File: config.mk
export PLATFORM = sky130hd
export DESIGN_NAME = acc_readout
export DESIGN_NICKNAME = d
export VERILOG_FILES = /design/src/rtl/acc_pkg.sv /design/src/rtl/acc_readout.sv
export VERILOG_INCLUDE_DIRS = /design/src /design/src/rtl
export SDC_FILE = /design/constraint.sdc
export NUM_CORES = 1
export LEC_CHECK = 0
export BUFFER_PORTS_ARGS = -buffer_cell sky130_fd_sc_hd__clkbuf_2
export CORE_MARGIN = 2
export CORE_UTILIZATION = 27
export DETAILED_ROUTE_END_ITERATION = 10
export GPL_TIMING_DRIVEN = 0
export HOLD_SLACK_MARGIN = 0.12
export PLACE_DENSITY = 0.44
export REMOVE_ABC_BUFFERS = 1
export SYNTH_ARGS = -nofsm -noshare
export SYNTH_HDL_FRONTEND = slang
export SYNTH_SLANG_ARGS = --single-unit
File: constraint.sdc
create_clock -name i_ref_clk -period 3.98 [get_ports i_ref_clk]
set_input_delay 0.398 -clock i_ref_clk [delete_from_list [all_inputs] [get_ports i_ref_clk]]
set_output_delay 0.398 -clock i_ref_clk [all_outputs]
set_load 0.03 [all_outputs]
File: src/rtl/acc_consts.svh
`ifndef ACC_CONSTS_SVH
`define ACC_CONSTS_SVH

// Register offsets
`define ACC_OFS_X_LSB 8'h02
`define ACC_OFS_TEMP 8'h08
`define ACC_OFS_RANGE 8'h0F
`define ACC_OFS_BW 8'h10
`define ACC_OFS_LP_CTL 8'h11
`define ACC_OFS_LP_MODE 8'h12
`define ACC_OFS_DATA_CTL 8'h13
`define ACC_OFS_SELFTEST 8'h32

// Field positions
`define ACC_LP_EN_BIT 6
`define ACC_SLEEP_HI 4
`define ACC_SLEEP_LO 1
`define ACC_LP_VAR_BIT 6
`define ACC_UNFILT_BIT 7
`define ACC_SHDIS_BIT 6
`define ACC_ST_AXIS_HI 1
`define ACC_ST_AXIS_LO 0
`define ACC_ST_SIGN_BIT 2
`define ACC_ST_AMP_BIT 4
`define ACC_NEW_BIT 0

// Reset values
`define ACC_RANGE_RST 4'h3
`define ACC_BW_RST 5'h0F

// Bandwidth decoding
`define ACC_BW_LOW_IDX 3'h0
`define ACC_BW_HIGH_IDX 3'h7

// Timing: base unit is the 0.5 ms step, at 100 MHz
`define ACC_CLK_MHZ 100
`define ACC_UNIT_US 500
`define ACC_UNIT_CYC (`ACC_UNIT_US * `ACC_CLK_MHZ)
`define ACC_SETTLE_US 10
`define ACC_SETTLE_CYC (`ACC_SETTLE_US * `ACC_CLK_MHZ)

// Sleep durations in 0.5 ms steps
`define ACC_SLP_0_5MS 11'h001
`define ACC_SLP_1MS 11'h002
`define ACC_SLP_2MS 11'h004
`define ACC_SLP_4MS 11'h008
`define ACC_SLP_6MS 11'h00C
`define ACC_SLP_10MS 11'h014
`define ACC_SLP_25MS 11'h032
`define ACC_SLP_50MS 11'h064
`define ACC_SLP_100MS 11'h0C8
`define ACC_SLP_500MS 11'h3E8
`define ACC_SLP_1S 11'h7D0

`endif

File: src/rtl/acc_pkg.sv
`default_nettype none

package acc_pkg;

   typedef struct packed {
      logic [11:0] z;
      logic [11:0] y;
      logic [11:0] x;
   } acc_sample_t;

   typedef struct packed {
      logic amp;
      logic sign;
      logic [1:0] axis;
   } acc_selftest_t;

   typedef enum logic [3:0] {
      ACC_NORMAL = 4'h1,
      ACC_SLEEP = 4'h2,
      ACC_SETTLE = 4'h4,
      ACC_ACQ = 4'h8
   } acc_state_t;

endpackage

`default_nettype wire

File: src/rtl/acc_readout.sv
// How it works
// - Sleep code 0000-0101 gives 0.5 ms; higher codes step up to 1 s.
// - Analog powered while awake, off in sleep; settle time before sampling.
// - Each axis sample is 12-bit two's complement.
// - Bits 11:4 in upper byte; bits 3:0 plus fresh flag in lower byte.
// - Lower-byte read freezes upper byte until host reads upper byte.
// - Shadow-disable bit 1 turns freezing off; samples then update both bytes.
// - Fresh flag sets on every update, clears on reading either byte.
// - Unfiltered rate 2 kHz; filtered rate twice the bandwidth.
// - Select bit 0 stores filtered data, 1 stores unfiltered data.
// - Bandwidth codes 01000-01111 give 7.81 Hz to 1000 Hz, 64 ms to 0.5 ms.
// - Codes 00xxx act as 7.81 Hz, codes 1xxxx as 1000 Hz.
// - Range codes 0011, 0101, 1000, 1100 select 2, 4, 8, 16 g.
// - LSB weight follows range: 0.98, 1.95, 3.91, 7.81 mg.
// - Die temperature readable as 8-bit two's complement register.
// - Temperature 0.5 K per LSB, zero means 23 degrees C.
// - Self-test axis field: 01 x, 10 y, 11 z, 00 off.
// - Self-test sign 0 deflects negative, 1 positive.
// - Low-power enable bit enters or leaves; variant bit picks mode 1 or 2.
`timescale 1ns/1ps
`include "acc_consts.svh"
`default_nettype none

module acc_readout #(
   parameter int P_UNIT_CYC = `ACC_UNIT_CYC,
   parameter int P_SETTLE_CYC = `ACC_SETTLE_CYC
) (
   // Clock and reset
   input wire logic i_ref_clk,
   input wire logic i_srst,
   // Register port
   input wire logic [7:0] i_reg_addr,
   input wire logic i_reg_wr,
   input wire logic i_reg_rd,
   input wire logic [7:0] i_reg_wdata,
   output logic [7:0] o_reg_rdata,
   // Sensing front end
   input wire acc_pkg::acc_sample_t i_afe_filt,
   input wire acc_pkg::acc_sample_t i_afe_raw,
   input wire logic [7:0] i_afe_temp,
   output logic o_analog_pwr,
   output logic o_lp_variant,
   output logic [3:0] o_range,
   output logic [2:0] o_bw_idx,
   output acc_pkg::acc_selftest_t o_selftest
);

   function automatic logic [2:0] bw_index(input logic [4:0] code);
      if (code[4])
         bw_index = `ACC_BW_HIGH_IDX;
      else if (!code[3])
         bw_index = `ACC_BW_LOW_IDX;
      else
         bw_index = code[2:0];
   endfunction

   function automatic logic [10:0] sleep_units(input logic [3:0] code);
      case (code)
         4'h6: sleep_units = `ACC_SLP_1MS;
         4'h7: sleep_units = `ACC_SLP_2MS;
         4'h8: sleep_units = `ACC_SLP_4MS;
         4'h9: sleep_units = `ACC_SLP_6MS;
         4'hA: sleep_units = `ACC_SLP_10MS;
         4'hB: sleep_units = `ACC_SLP_25MS;
         4'hC: sleep_units = `ACC_SLP_50MS;
         4'hD: sleep_units = `ACC_SLP_100MS;
         4'hE: sleep_units = `ACC_SLP_500MS;
         4'hF: sleep_units = `ACC_SLP_1S;
         default: sleep_units = `ACC_SLP_0_5MS;
      endcase
   endfunction

   localparam int UW = $clog2(P_UNIT_CYC + 1);
   localparam int SW = $clog2(P_SETTLE_CYC + 1);

   logic [3:0] range_q;
   logic [4:0] bw_q;
   logic lp_en_q;
   logic [3:0] sleep_code_q;
   logic lp_var_q;
   logic unfilt_q;
   logic shdis_q;
   acc_pkg::acc_selftest_t st_q;
   logic [7:0] temp_q;
   logic [7:0] msb_q [3];
   logic [3:0] lsb_q [3];
   logic new_q [3];
   logic lock_q [3];
   acc_pkg::acc_state_t state_q;
   acc_pkg::acc_state_t state_d;
   logic [UW-1:0] pre_q;
   logic [7:0] rate_q;
   logic [10:0] slp_q;
   logic [SW-1:0] settle_q;
   logic unit_tick;
   logic rate_tick;
   logic strobe;
   logic sleep_entry;
   logic [7:0] rate_units;
   acc_pkg::acc_sample_t smp;

   assign unit_tick = (pre_q == UW'(P_UNIT_CYC - 1));
   // Unfiltered every step (2 kHz), filtered every 2^(7-idx) steps
   assign rate_units = unfilt_q ? 8'h01 : (8'h01 << (3'h7 - bw_index(bw_q)));
   assign rate_tick = unit_tick && (rate_q >= rate_units - 8'h01);
   assign strobe = (state_q == acc_pkg::ACC_NORMAL) ? rate_tick : (state_q == acc_pkg::ACC_ACQ);
   assign smp = unfilt_q ? i_afe_raw : i_afe_filt;
   assign sleep_entry = (state_d == acc_pkg::ACC_SLEEP) && (state_q != acc_pkg::ACC_SLEEP);

   // Configuration registers
   always_ff @(posedge i_ref_clk) begin
      if (i_srst) begin
         range_q <= `ACC_RANGE_RST;
         bw_q <= `ACC_BW_RST;
         lp_en_q <= 1'b0;
         sleep_code_q <= 4'h0;
         lp_var_q <= 1'b0;
         unfilt_q <= 1'b0;
         shdis_q <= 1'b0;
         st_q <= '0;
      end else if (i_reg_wr) begin
         if (i_reg_addr == `ACC_OFS_RANGE) begin
            range_q <= i_reg_wdata[3:0];
         end else if (i_reg_addr == `ACC_OFS_BW) begin
            bw_q <= i_reg_wdata[4:0];
         end else if (i_reg_addr == `ACC_OFS_LP_CTL) begin
            lp_en_q <= i_reg_wdata[`ACC_LP_EN_BIT];
            sleep_code_q <= i_reg_wdata[`ACC_SLEEP_HI:`ACC_SLEEP_LO];
         end else if (i_reg_addr == `ACC_OFS_LP_MODE) begin
            lp_var_q <= i_reg_wdata[`ACC_LP_VAR_BIT];
         end else if (i_reg_addr == `ACC_OFS_DATA_CTL) begin
            unfilt_q <= i_reg_wdata[`ACC_UNFILT_BIT];
            shdis_q <= i_reg_wdata[`ACC_SHDIS_BIT];
         end else if (i_reg_addr == `ACC_OFS_SELFTEST) begin
            st_q.axis <= i_reg_wdata[`ACC_ST_AXIS_HI:`ACC_ST_AXIS_LO];
            st_q.sign <= i_reg_wdata[`ACC_ST_SIGN_BIT];
            st_q.amp <= i_reg_wdata[`ACC_ST_AMP_BIT];
         end
      end
   end

   // Sample-rate time base; sleep starts on a fresh step so its length is exact
   always_ff @(posedge i_ref_clk) begin
      if (i_srst || unit_tick || sleep_entry) begin
         pre_q <= '0;
      end else begin
         pre_q <= pre_q + UW'(1);
      end
   end

   always_ff @(posedge i_ref_clk) begin
      if (i_srst || rate_tick) begin
         rate_q <= 8'h00;
      end else if (unit_tick) begin
         rate_q <= rate_q + 8'h01;
      end
   end

   // Power sequencing
   always_comb begin
      state_d = state_q;
      case (state_q)
         acc_pkg::ACC_NORMAL: begin
            if (lp_en_q)
               state_d = acc_pkg::ACC_SLEEP;
         end
         acc_pkg::ACC_SLEEP: begin
            if (!lp_en_q)
               state_d = acc_pkg::ACC_NORMAL;
            else if (unit_tick && slp_q >= sleep_units(sleep_code_q) - 11'h001)
               state_d = acc_pkg::ACC_SETTLE;
         end
         acc_pkg::ACC_SETTLE: begin
            if (!lp_en_q)
               state_d = acc_pkg::ACC_NORMAL;
            else if (settle_q == SW'(P_SETTLE_CYC - 1))
               state_d = acc_pkg::ACC_ACQ;
         end
         acc_pkg::ACC_ACQ: begin
            state_d = lp_en_q ? acc_pkg::ACC_SLEEP : acc_pkg::ACC_NORMAL;
         end
         default: state_d = acc_pkg::ACC_NORMAL;
      endcase
   end

   always_ff @(posedge i_ref_clk) begin
      if (i_srst) begin
         state_q <= acc_pkg::ACC_NORMAL;
      end else begin
         state_q <= state_d;
      end
   end

   always_ff @(posedge i_ref_clk) begin
      if (i_srst || state_q != acc_pkg::ACC_SLEEP) begin
         slp_q <= 11'h000;
      end else if (unit_tick) begin
         slp_q <= slp_q + 11'h001;
      end
   end

   always_ff @(posedge i_ref_clk) begin
      if (i_srst || state_q != acc_pkg::ACC_SETTLE) begin
         settle_q <= '0;
      end else begin
         settle_q <= settle_q + SW'(1);
      end
   end

   // Front-end controls
   always_ff @(posedge i_ref_clk) begin
      if (i_srst) begin
         o_analog_pwr <= 1'b1;
         o_lp_variant <= 1'b0;
         o_range <= `ACC_RANGE_RST;
         o_bw_idx <= `ACC_BW_HIGH_IDX;
         o_selftest <= '0;
      end else begin
         o_analog_pwr <= (state_d != acc_pkg::ACC_SLEEP);
         o_lp_variant <= lp_var_q;
         o_range <= range_q;
         o_bw_idx <= bw_index(bw_q);
         o_selftest <= st_q;
      end
   end

   // Per-axis data registers with shadow lock
   for (genvar g = 0; g < 3; g++) begin : g_axis
      localparam logic [7:0] LSB_ADDR = `ACC_OFS_X_LSB + 8'(2 * g);
      localparam logic [7:0] MSB_ADDR = LSB_ADDR + 8'h01;
      logic [11:0] axis_smp;
      logic rd_lsb;
      logic rd_msb;
      assign axis_smp = smp[12*g +: 12];
      assign rd_lsb = i_reg_rd && (i_reg_addr == LSB_ADDR);
      assign rd_msb = i_reg_rd && (i_reg_addr == MSB_ADDR);

      always_ff @(posedge i_ref_clk) begin
         if (i_srst || shdis_q || rd_msb) begin
            lock_q[g] <= 1'b0;
         end else if (rd_lsb) begin
            lock_q[g] <= 1'b1;
         end
      end

      always_ff @(posedge i_ref_clk) begin
         if (i_srst) begin
            msb_q[g] <= 8'h00;
            lsb_q[g] <= 4'h0;
         end else if (strobe) begin
            lsb_q[g] <= axis_smp[3:0];
            if (!lock_q[g] || shdis_q)
               msb_q[g] <= axis_smp[11:4];
         end
      end

      always_ff @(posedge i_ref_clk) begin
         if (i_srst) begin
            new_q[g] <= 1'b0;
         end else if (strobe) begin
            new_q[g] <= 1'b1;
         end else if (rd_lsb || rd_msb) begin
            new_q[g] <= 1'b0;
         end
      end
   end

   always_ff @(posedge i_ref_clk) begin
      if (i_srst) begin
         temp_q <= 8'h00;
      end else if (strobe) begin
         temp_q <= i_afe_temp;
      end
   end

   // Read path
   always_ff @(posedge i_ref_clk) begin
      if (i_srst) begin
         o_reg_rdata <= 8'h00;
      end else if (i_reg_rd) begin
         if (i_reg_addr == `ACC_OFS_X_LSB)
            o_reg_rdata <= {lsb_q[0], 3'h0, new_q[0]};
         else if (i_reg_addr == `ACC_OFS_X_LSB + 8'h01)
            o_reg_rdata <= msb_q[0];
         else if (i_reg_addr == `ACC_OFS_X_LSB + 8'h02)
            o_reg_rdata <= {lsb_q[1], 3'h0, new_q[1]};
         else if (i_reg_addr == `ACC_OFS_X_LSB + 8'h03)
            o_reg_rdata <= msb_q[1];
         else if (i_reg_addr == `ACC_OFS_X_LSB + 8'h04)
            o_reg_rdata <= {lsb_q[2], 3'h0, new_q[2]};
         else if (i_reg_addr == `ACC_OFS_X_LSB + 8'h05)
            o_reg_rdata <= msb_q[2];
         else if (i_reg_addr == `ACC_OFS_TEMP)
            o_reg_rdata <= temp_q;
         else if (i_reg_addr == `ACC_OFS_RANGE)
            o_reg_rdata <= {4'h0, range_q};
         else if (i_reg_addr == `ACC_OFS_BW)
            o_reg_rdata <= {3'h0, bw_q};
         else if (i_reg_addr == `ACC_OFS_LP_CTL)
            o_reg_rdata <= {1'b0, lp_en_q, 1'b0, sleep_code_q, 1'b0};
         else if (i_reg_addr == `ACC_OFS_LP_MODE)
            o_reg_rdata <= {1'b0, lp_var_q, 6'h00};
         else if (i_reg_addr == `ACC_OFS_DATA_CTL)
            o_reg_rdata <= {unfilt_q, shdis_q, 6'h00};
         else if (i_reg_addr == `ACC_OFS_SELFTEST)
            o_reg_rdata <= {3'h0, st_q.amp, 1'b0, st_q.sign, st_q.axis};
         else
            o_reg_rdata <= 8'h00;
      end
   end
endmodule

`default_nettype wire

# Yosys cells after proc, flatten, opt, wreduce, memory -nomap -nowiden
# Memory sizes are Yosys's and may differ from the RTL's. A register that Yosys moved wholly into a read port is not among the register bits.
# Index checks and enable logic that the tools add are counted.
[totals]
out_inout_bits = 21
input_bits = 100
rom_bits = 176
register_bits = 99
wordCells = 203
mem_count = 5
mem_bits_rw = 42
[memory_table]
columns = ["name", "depth", "width", "rd", "rd_clocked_by_memory_dff", "write_ports", "line_no", "rtl"]
rows = [
  ["(no name shown)", 16, 11, 1, 1, 0, "acc_readout.sv:58", "case (code)"],
  ["msb_q", 3, 8, 3, 0, 3, "acc_readout.sv:85", "logic [7:0] msb_q [3];"],
  ["lsb_q", 3, 4, 3, 0, 3, "acc_readout.sv:86", "logic [3:0] lsb_q [3];"],
  ["lock_q", 3, 1, 3, 0, 3, "acc_readout.sv:88", "logic lock_q [3];"],
  ["new_q", 3, 1, 3, 0, 3, "acc_readout.sv:87", "logic new_q [3];"],
]
[classes]
magnitude_cmp = 2
add_sub_neg = 7
muxes = 88
n_bitwise = 20
reduce_logical = 33
n_shift = 1
eq_ne = 23
[op_table]
columns = ["op", "n"]
rows = [
  ["8-bit two-way mux", 16],
  ["1-bit two-way mux", 54],
  ["4-bit two-way mux", 10],
  ["36-bit two-way mux", 1],
  ["8-bit by 3-bit equality test with 1-bit output (second input constant)", 4],
  ["8-bit by 5-bit equality test with 1-bit output (second input constant)", 4],
  ["11-bit two-way mux", 2],
  ["16-bit by 1-bit adder with 16-bit output (second input constant)", 1],
  ["16-bit equality test (second input constant)", 1],
  ["8-bit by 2-bit equality test with 1-bit output (second input constant)", 2],
  ["8-bit by 4-bit equality test with 1-bit output (second input constant)", 2],
  ["4-bit one-hot mux with 4 select lines", 1],
  ["1-bit logical OR", 15],
  ["1-bit OR", 15],
  ["11-bit by 1-bit adder with 11-bit output (second input constant)", 1],
  ["11-bit >= comparator", 1],
  ["11-bit by 1-bit subtractor with 11-bit output (second input constant)", 1],
  ["10-bit by 1-bit adder with 10-bit output (second input constant)", 1],
  ["10-bit equality test (second input constant)", 1],
  ["1-bit logical AND", 9],
  ["8-bit by 1-bit adder with 8-bit output (second input constant)", 1],
  ["4-bit by 2-bit equality test with 1-bit output (second input constant)", 2],
  ["8-bit by 6-bit equality test with 1-bit output (second input constant)", 1],
  ["8-bit >= comparator", 1],
  ["other kinds (19)", 27],
]

# Longest topological paths before layout
# Gate-level depths: netlist of run 1.
[depth]
depth_word = 14
depth_mapped = 15
mapped_depth_nobuf = 13

# Least setup slack after synthesis of run 1
# No wires, ideal clock.
[synth_timing]
kind = "reg2reg"
startpoint = "reg bw_q[4]"
endpoint = "mem msb_q[2][0] (enable)"
path_buffers = 1
t_required_ns = 3.623
synth_period_minus_slack_ns = 3.769
t_arrival_ns = 3.412
setup_ns = 0.357
path_stages_with_launch = 15
setup_slack_ns = 0.211
path_cell_list = "dfxtp_1 or2_2 or3_1 ha_1 inv_1 nand4_1 o21ai_0 a21oi_1 ha_1 a2111o_1 a31oi_1 o21ai_0 a21oi_1 clkbuf_1 o21ai_0"
[synth_lines]
columns = ["element", "line_no", "rtl"]
rows = [
  ["from (decl)", "acc_readout.sv:77", "logic [4:0] bw_q;"],
  ["from (signal assigned)", "acc_readout.sv:114", "bw_q <= `ACC_BW_RST;"],
  ["from (signal assigned)", "acc_readout.sv:125", "bw_q <= i_reg_wdata[4:0];"],
  ["to (decl)", "acc_readout.sv:85", ""],
]

==> impl_metrics.env, run 1 <==
export IMPL_status="complete, no violations"
export IMPL_synth_ff_type="dfxtp_1"
export IMPL_placed_cells=1307
export IMPL_cts_tree="done"
export IMPL_crit_fanout=13
export IMPL_final_antenna_net_count=0
export IMPL_yosysUniqueCellTypes=73
export IMPL_synth_area_um2=7830
export IMPL_setup_tns_ns=0
export IMPL_grt_max_degree=80
export IMPL_grt_use_total_pct=14.36
export IMPL_yosysTopAreaCell="dfxtp_1"
export IMPL_gp_congestion=0.7799
export IMPL_cap_viol_max_count=0
export IMPL_avgViaCountPerCell=4.785
export IMPL_core_um2=28630
export IMPL_netlist_instances=848
export IMPL_n_antenna_cell=0
export IMPL_synth_seq_cells=151
export IMPL_power_density_nw_per_um2=365.6
export IMPL_synth_most_common_cell="dfxtp_1"
export IMPL_floorplan_initialDensity_pct=27.35
export IMPL_hold_violations=0
export IMPL_path_clk_slew_ns=0.07
export IMPL_synth_edf_count=41
export IMPL_ctsHtreeMaxLevel=4
export IMPL_numPortBuffers=119
export IMPL_synth_area_leaders="dfxtp_1 (28%), edfxtp_1 (16%), mux2i_1 (7.4%)"
export IMPL_slew_viol_final=0
export IMPL_fp_dieW_um=174.3
export IMPL_antenna_found_initial=1
export IMPL_wl_per_cell_um=16.24
export IMPL_grt_overflow_total=0
export IMPL_timing_fmax_ghz=0.2633
export IMPL_setup_worst_path_class="reg -> reg"
export IMPL_yosysWarnings=0
export IMPL_worst_path_most_repeated_cell="ha_1"
export IMPL_dieHeight_um=174.3
export IMPL_cts_buffers=17
export IMPL_hp_class="in -> reg"
export IMPL_grt_pass1_wl_um=34440
export IMPL_cts_root_buf="clkbuf_16"
export IMPL_end_kind="flop"
export IMPL_die_area_um2=30380
export IMPL_syn_to_final_growth_pct=21.94
export IMPL_instances_no_fill=1347
export IMPL_r2r_slack_ns=0.18
export IMPL_cts_buffer_depth=2
export IMPL_relSlewSlack_pct=13.94
export IMPL_critical_path_required_ns=4.11
export IMPL_postSynthAreaPerCell_um2=9.234
export IMPL_async_reset_ff_share_pct=0
export IMPL_first_pass_iters=5
export IMPL_clk_latency_ns=0.42
export IMPL_drive_above_1_share_pct=19.11
export IMPL_drtIter0Drc=416
export IMPL_setup_violations_final=0
export IMPL_max_slew_worst_pin_slew_ns=1.283
export IMPL_cpMaxStageDelayCell="dfxtp_4"
export IMPL_yosys_area_top_type_share_pct=28.12
export IMPL_first_global_vias=6292
export IMPL_drt_wl_total_um=21870
export IMPL_pin_count=121
export IMPL_clock_sinks=151
export IMPL_synth_common_cells="dfxtp_1 (110), nor2_1 (79), nand2_1 (75), mux2i_1 (58), nand3_1 (47)"
export IMPL_num_vias=6445
export IMPL_layout_min_cycle_time_ns=3.798
export IMPL_critical_path_cell_chain="or2_2, or3_1, ha_1, inv_1, nand4_1, o21ai_0, a21oi_1, ha_1, a2111o_1, a31oi_2, o21ai_4, a21oi_4, buf_6, buf_4, o211ai_1"
export IMPL_leakagePower_uw=0.003633
export IMPL_drc=0
export IMPL_rows=62
export IMPL_critPathArrivalTime_ns=3.93
export IMPL_timing_final_crit_share_pct=95.44
export IMPL_startpoint_type="flop"
export IMPL_cpPeakStageDelay_ns=0.43
export IMPL_vdd_drop_max_v=0.0002108
export IMPL_dp_hpwl_um=15390
export IMPL_fin_nets=1079
export IMPL_yosysSeqAreaShare_pct=43.85
export IMPL_skew_ns=0.01045
[layout by cell type (no fill, tap or decap), drive strengths merged, types with 8 or more instances in the layout]
cell type  netlist  routed
a21oi           36      37
a31oi            9       9
and2             9       9
and3            12      12
buf             10       8
clkbuf          37     140
dfxtp          110     110
edfxtp          41      41
ha              29      29
inv             18      20
mux2i           58      58
nand2           75      76
nand3           47      47
nand4           16      16
nor2            79      79
nor2b           24      24
nor3            27      27
nor4            30      30
o21ai           28      28
xnor2           23      23
xor2            23      23
[what timing repair did]
item,CTS,global route
gates resized for setup,13,3
pin swaps,2,1
setup buffers,3,2
hold buffers,0,0
endpoints found under the setup margin,86,48
cloned,1,2
[path summary, 6_finish.rpt]
path                           from                endpoint  cells past startpoint
max           unfilt_q$_SDFFE_PP0P_  new_q[1]$_SDFFCE_PP0P_                     15
min                   i_afe_temp[1]  temp_q[1]$_SDFFE_PP0P_                      3
max reg2reg   unfilt_q$_SDFFE_PP0P_  new_q[1]$_SDFFCE_PP0P_                     15
min reg2reg  settle_q[0]$_SDFF_PP0_  settle_q[0]$_SDFF_PP0_                      1
[worst max-delay path: cells and delay by family, from the launching register on]
kind,cells,cell delay (ns)
buf+inv,3,0.47
simple gates,3,0.83
compound gates,7,1.32
fa+ha+maj,2,0.45
flops,1,0.43
[state kept, by name (all words and copies together) (netlist names), 5 cells and up, named ones only]
signal,cells
o_reg_rdata,8
lsb_q,12
slp_q,11
bw_q,5
pre_q,16
rate_q,8
settle_q,10
msb_q,24
temp_q,8
[through the flow]
step | area (um2) | setup slack [ns] | power [uW] | util [%] | hold WS, ns
after floorplan | 7642 | -2.907 | 1716 | - | 0.4130
after global placement | 8718 | -5.451 | 1833 | 30.46 | 0.4279
after detailed placement | 8795 | -0.8287 | 1834 | 30.72 | 0.4324
after CTS | 9479 | 0.02826 | 3540 | 33.11 | 0.1757
after global routing | 9548 | -0.01079 | 3627 | 33.36 | 0.1997
final | 9548 | 0.1816 | 3490 | 33.36 | 0.1949
[cells by family (layout without fill, tap and decap cells)]
logic type | after synthesis | after routing | synth area share, %
AOI/OAI and AO/OA | 132 | 133 | 11.38
xor gates and xnor gates | 46 | 46 | 5.145
adders and majority gates | 29 | 29 | 4.634
buffers and inverters | 67 | 180 | 3.356
DFF | 151 | 151 | 43.85
muxes | 61 | 61 | 7.894
other | 1 | 1 | 0.04789
and+or+nand+nor | 361 | 362 | 23.70
[where the power goes]
| part | switching (uW) | total [uW] | internal, uW |
|---|---|---|---|
| Combinational | 117 | 187 | 69.9 |
| Sequential | 13.3 | 1610 | 1600 |
| Clock | 660 | 1690 | 1030 |
[cell type report]
| cell class | count | area, um2 |
|---|---|---|
| fillers | 3002 | 19080 |
| multi-input cells | 632 | 4218 |
| flip-flops and latches | 151 | 3437 |
| repair buffers | 128 | 726.9 |
| well taps | 384 | 480.5 |
| clock buffers | 20 | 461.7 |
| clock inverters | 12 | 148.9 |
| inverters | 20 | 75.07 |
[layer usage]
metal	GRT usage (%)	vias up	share of wire, %
met5	0	-	0
met4	4.762	0	2.2
met3	2.690	24	4.0
met2	24.45	143	49
met1	18.25	2988	45
li1	-	3290	-
(Power assumes the default switching activity.)
==> run 2, diff against run 1 <==
--- a/config.mk
+++ b/config.mk
@@ -8,11 +8,11 @@
 export LEC_CHECK = 0
 export BUFFER_PORTS_ARGS = -buffer_cell sky130_fd_sc_hd__clkbuf_2
 export CORE_MARGIN = 2
-export CORE_UTILIZATION = 27
+export CORE_UTILIZATION = 41
 export DETAILED_ROUTE_END_ITERATION = 10
 export GPL_TIMING_DRIVEN = 0
 export HOLD_SLACK_MARGIN = 0.12
-export PLACE_DENSITY = 0.44
+export PLACE_DENSITY = 0.62
 export REMOVE_ABC_BUFFERS = 1
 export SYNTH_ARGS = -nofsm -noshare
 export SYNTH_HDL_FRONTEND = slang
==> impl_metrics.env, run 2 (synthesized netlist as in run 1, its figures left out) <==
export IMPL_total_power_uw=3562
export IMPL_antenna_found_initial=0
export IMPL_hp_class="in -> reg"
export IMPL_grt_overflow_total=0
export IMPL_status="complete, no violations"
export IMPL_gp_congestion=0.8293
export IMPL_timing_final_crit_share_pct=93.41
export IMPL_cts_buffers=17
export IMPL_drive_above_1_share_pct=18.81
export IMPL_skew_ns=0.01258
export IMPL_num_vias=6508
export IMPL_cts_buffer_depth=2
export IMPL_cts_root_buf="clkbuf_16"
export IMPL_wl_per_cell_um=16.06
export IMPL_vdd_drop_max_v=0.0002737
export IMPL_grt_use_total_pct=19.30
export IMPL_drc=0
export IMPL_dp_hpwl_um=13530
export IMPL_numPortBuffers=119
export IMPL_avgViaCountPerCell=5.441
export IMPL_relSlewSlack_pct=12.92
export IMPL_slew_viol_final=0
export IMPL_leakagePower_uw=0.003632
export IMPL_fin_util_pct=50.04
export IMPL_first_global_vias=6056
export IMPL_final_antenna_net_count=0
export IMPL_largest_register_ffs=24
export IMPL_cts_hold_buffers=0
export IMPL_max_slew_worst_pin_slew_ns=1.298
export IMPL_end_kind="flop"
export IMPL_startpoint_type="flop"
export IMPL_setup_worst_path_class="reg -> reg"
export IMPL_floorplan_initialDensity_pct=41.86
export IMPL_syn_to_final_growth_pct=19.54
export IMPL_cap_viol_max_count=0
export IMPL_layout_min_cycle_time_ns=3.718
export IMPL_fin_nets=1078
export IMPL_grt_pass1_wl_um=30960
export IMPL_clk_latency_ns=0.43
export IMPL_most_common_layout_cells="clkbuf_2 (118), dfxtp_1 (109), nor2_1 (79)"
export IMPL_place_area_um2=8600
export IMPL_largest_register="msb_q"
export IMPL_final_common_cell="clkbuf_2"
export IMPL_grt_max_degree=80
export IMPL_timing_fmax_ghz=0.2690
export IMPL_pre_cts_ws_ns=-0.6297
export IMPL_setup_tns_ns=0
export IMPL_drtIter0Drc=483
export IMPL_crit_fanout=20
export IMPL_core_um2=18710
export IMPL_setup_violations_final=0
export IMPL_fp_dieW_um=142.2
export IMPL_cts_tree="done"
export IMPL_top_regs="msb_q x24, pre_q x16, lsb_q x12"
export IMPL_n_antenna_cell=0
export IMPL_critPathArrivalTime_ns=3.81
export IMPL_ctsHtreeMaxLevel=4
export IMPL_drt_wl_total_um=19210
export IMPL_critical_path_required_ns=4.08
export IMPL_setup_ws_ns=0.2624
export IMPL_fin_area_um2=9360
export IMPL_first_pass_iters=5
export IMPL_path_clk_slew_ns=0.06
export IMPL_power_density_nw_per_um2=380.5
export IMPL_pin_count=121
export IMPL_hold_violations=0
export IMPL_rows=50
export IMPL_dieHeight_um=142.2
export IMPL_die_area_um2=20220
export IMPL_clock_sinks=151
[run 2: cell count changes in the layout (fill, tap and decap cells not counted), moves of 2 or more]
cell       before  now
buf_12          1    3
buf_4           4    6
bufinv_16       3    5
clkinv_2        4    2
o21ai_1         0    2
o21ai_2         3    1
[run 2: critical path, cell delays in order, from the launching register on]
cell       delay (ns)
dfxtp_4          0.44
or2_2            0.34
or3_1            0.35
ha_1             0.25
inv_1            0.12
nand4_1          0.12
o21ai_0          0.12
a2bb2oi_1        0.10
ha_1             0.28
o21a_1           0.10
nor2_1           0.05
nor4b_2          0.37
a21oi_4          0.11
buf_12           0.16
buf_12           0.15
o21ai_4          0.30
[run 2: layout make-up]
type | instances | area (um2)
fillers | 1721 | 9345
multi-input cells | 630 | 4187
flip-flops and latches | 151 | 3437
repair buffers | 129 | 728.2
clock buffers | 20 | 440.4
well taps | 234 | 292.8
clock inverters | 12 | 200.2
inverters | 20 | 75.07
[run 2: metal layers]
metal | vias to the layer above | GRT usage (%) | wire [um]
met5 | - | 0 | 0
met4 | 0 | 6.053 | 281
met3 | 19 | 3.432 | 800
met2 | 157 | 31.93 | 9125
met1 | 3038 | 25.73 | 8999
li1 | 3294 | - | -
[run 2: timing repair]
| item | 4_1_cts | 5_1_grt |
|---|---|---|
| buffers inserted | 2 | 4 |
| pin swaps | 1 | 2 |
| gates cloned | 0 | 1 |
| setup endpoints to repair | 68 | 82 |
| gates resized for setup | 7 | 6 |
[run 2: path summary, 6_finish.rpt]
check                               from                         to  slack, ns  cells after the start
setup / recovery   unfilt_q$_SDFFE_PP0P_  msb_q[1][6]$_SDFFCE_PN0P_       0.26                     15
hold / removal             i_afe_temp[2]     temp_q[2]$_SDFFE_PP0P_       0.19                      3
setup reg to reg   unfilt_q$_SDFFE_PP0P_  msb_q[1][6]$_SDFFCE_PN0P_       0.26                     15
hold reg to reg   settle_q[0]$_SDFF_PP0_     settle_q[0]$_SDFF_PP0_       0.44                      1
[run 2: through the flow]
step | hold WS (ns) | std cells
6_report | 0.1913 | 1196
5_1_grt | 0.1838 | 1196
4_1_cts | 0.1829 | 1191
3_5_place_dp | 0.4327 | 1157
3_3_place_gp | 0.4265 | 1154
2_1_floorplan | 0.4130 | 801
[run 2: power breakdown]
part	leakage [uW]	total [uW]	switching, uW	internal, uW
registers	0.00128	1610	11.6	1600
logic	0.00204	185	114	70.8
clock network	0.000312	1770	645	1120
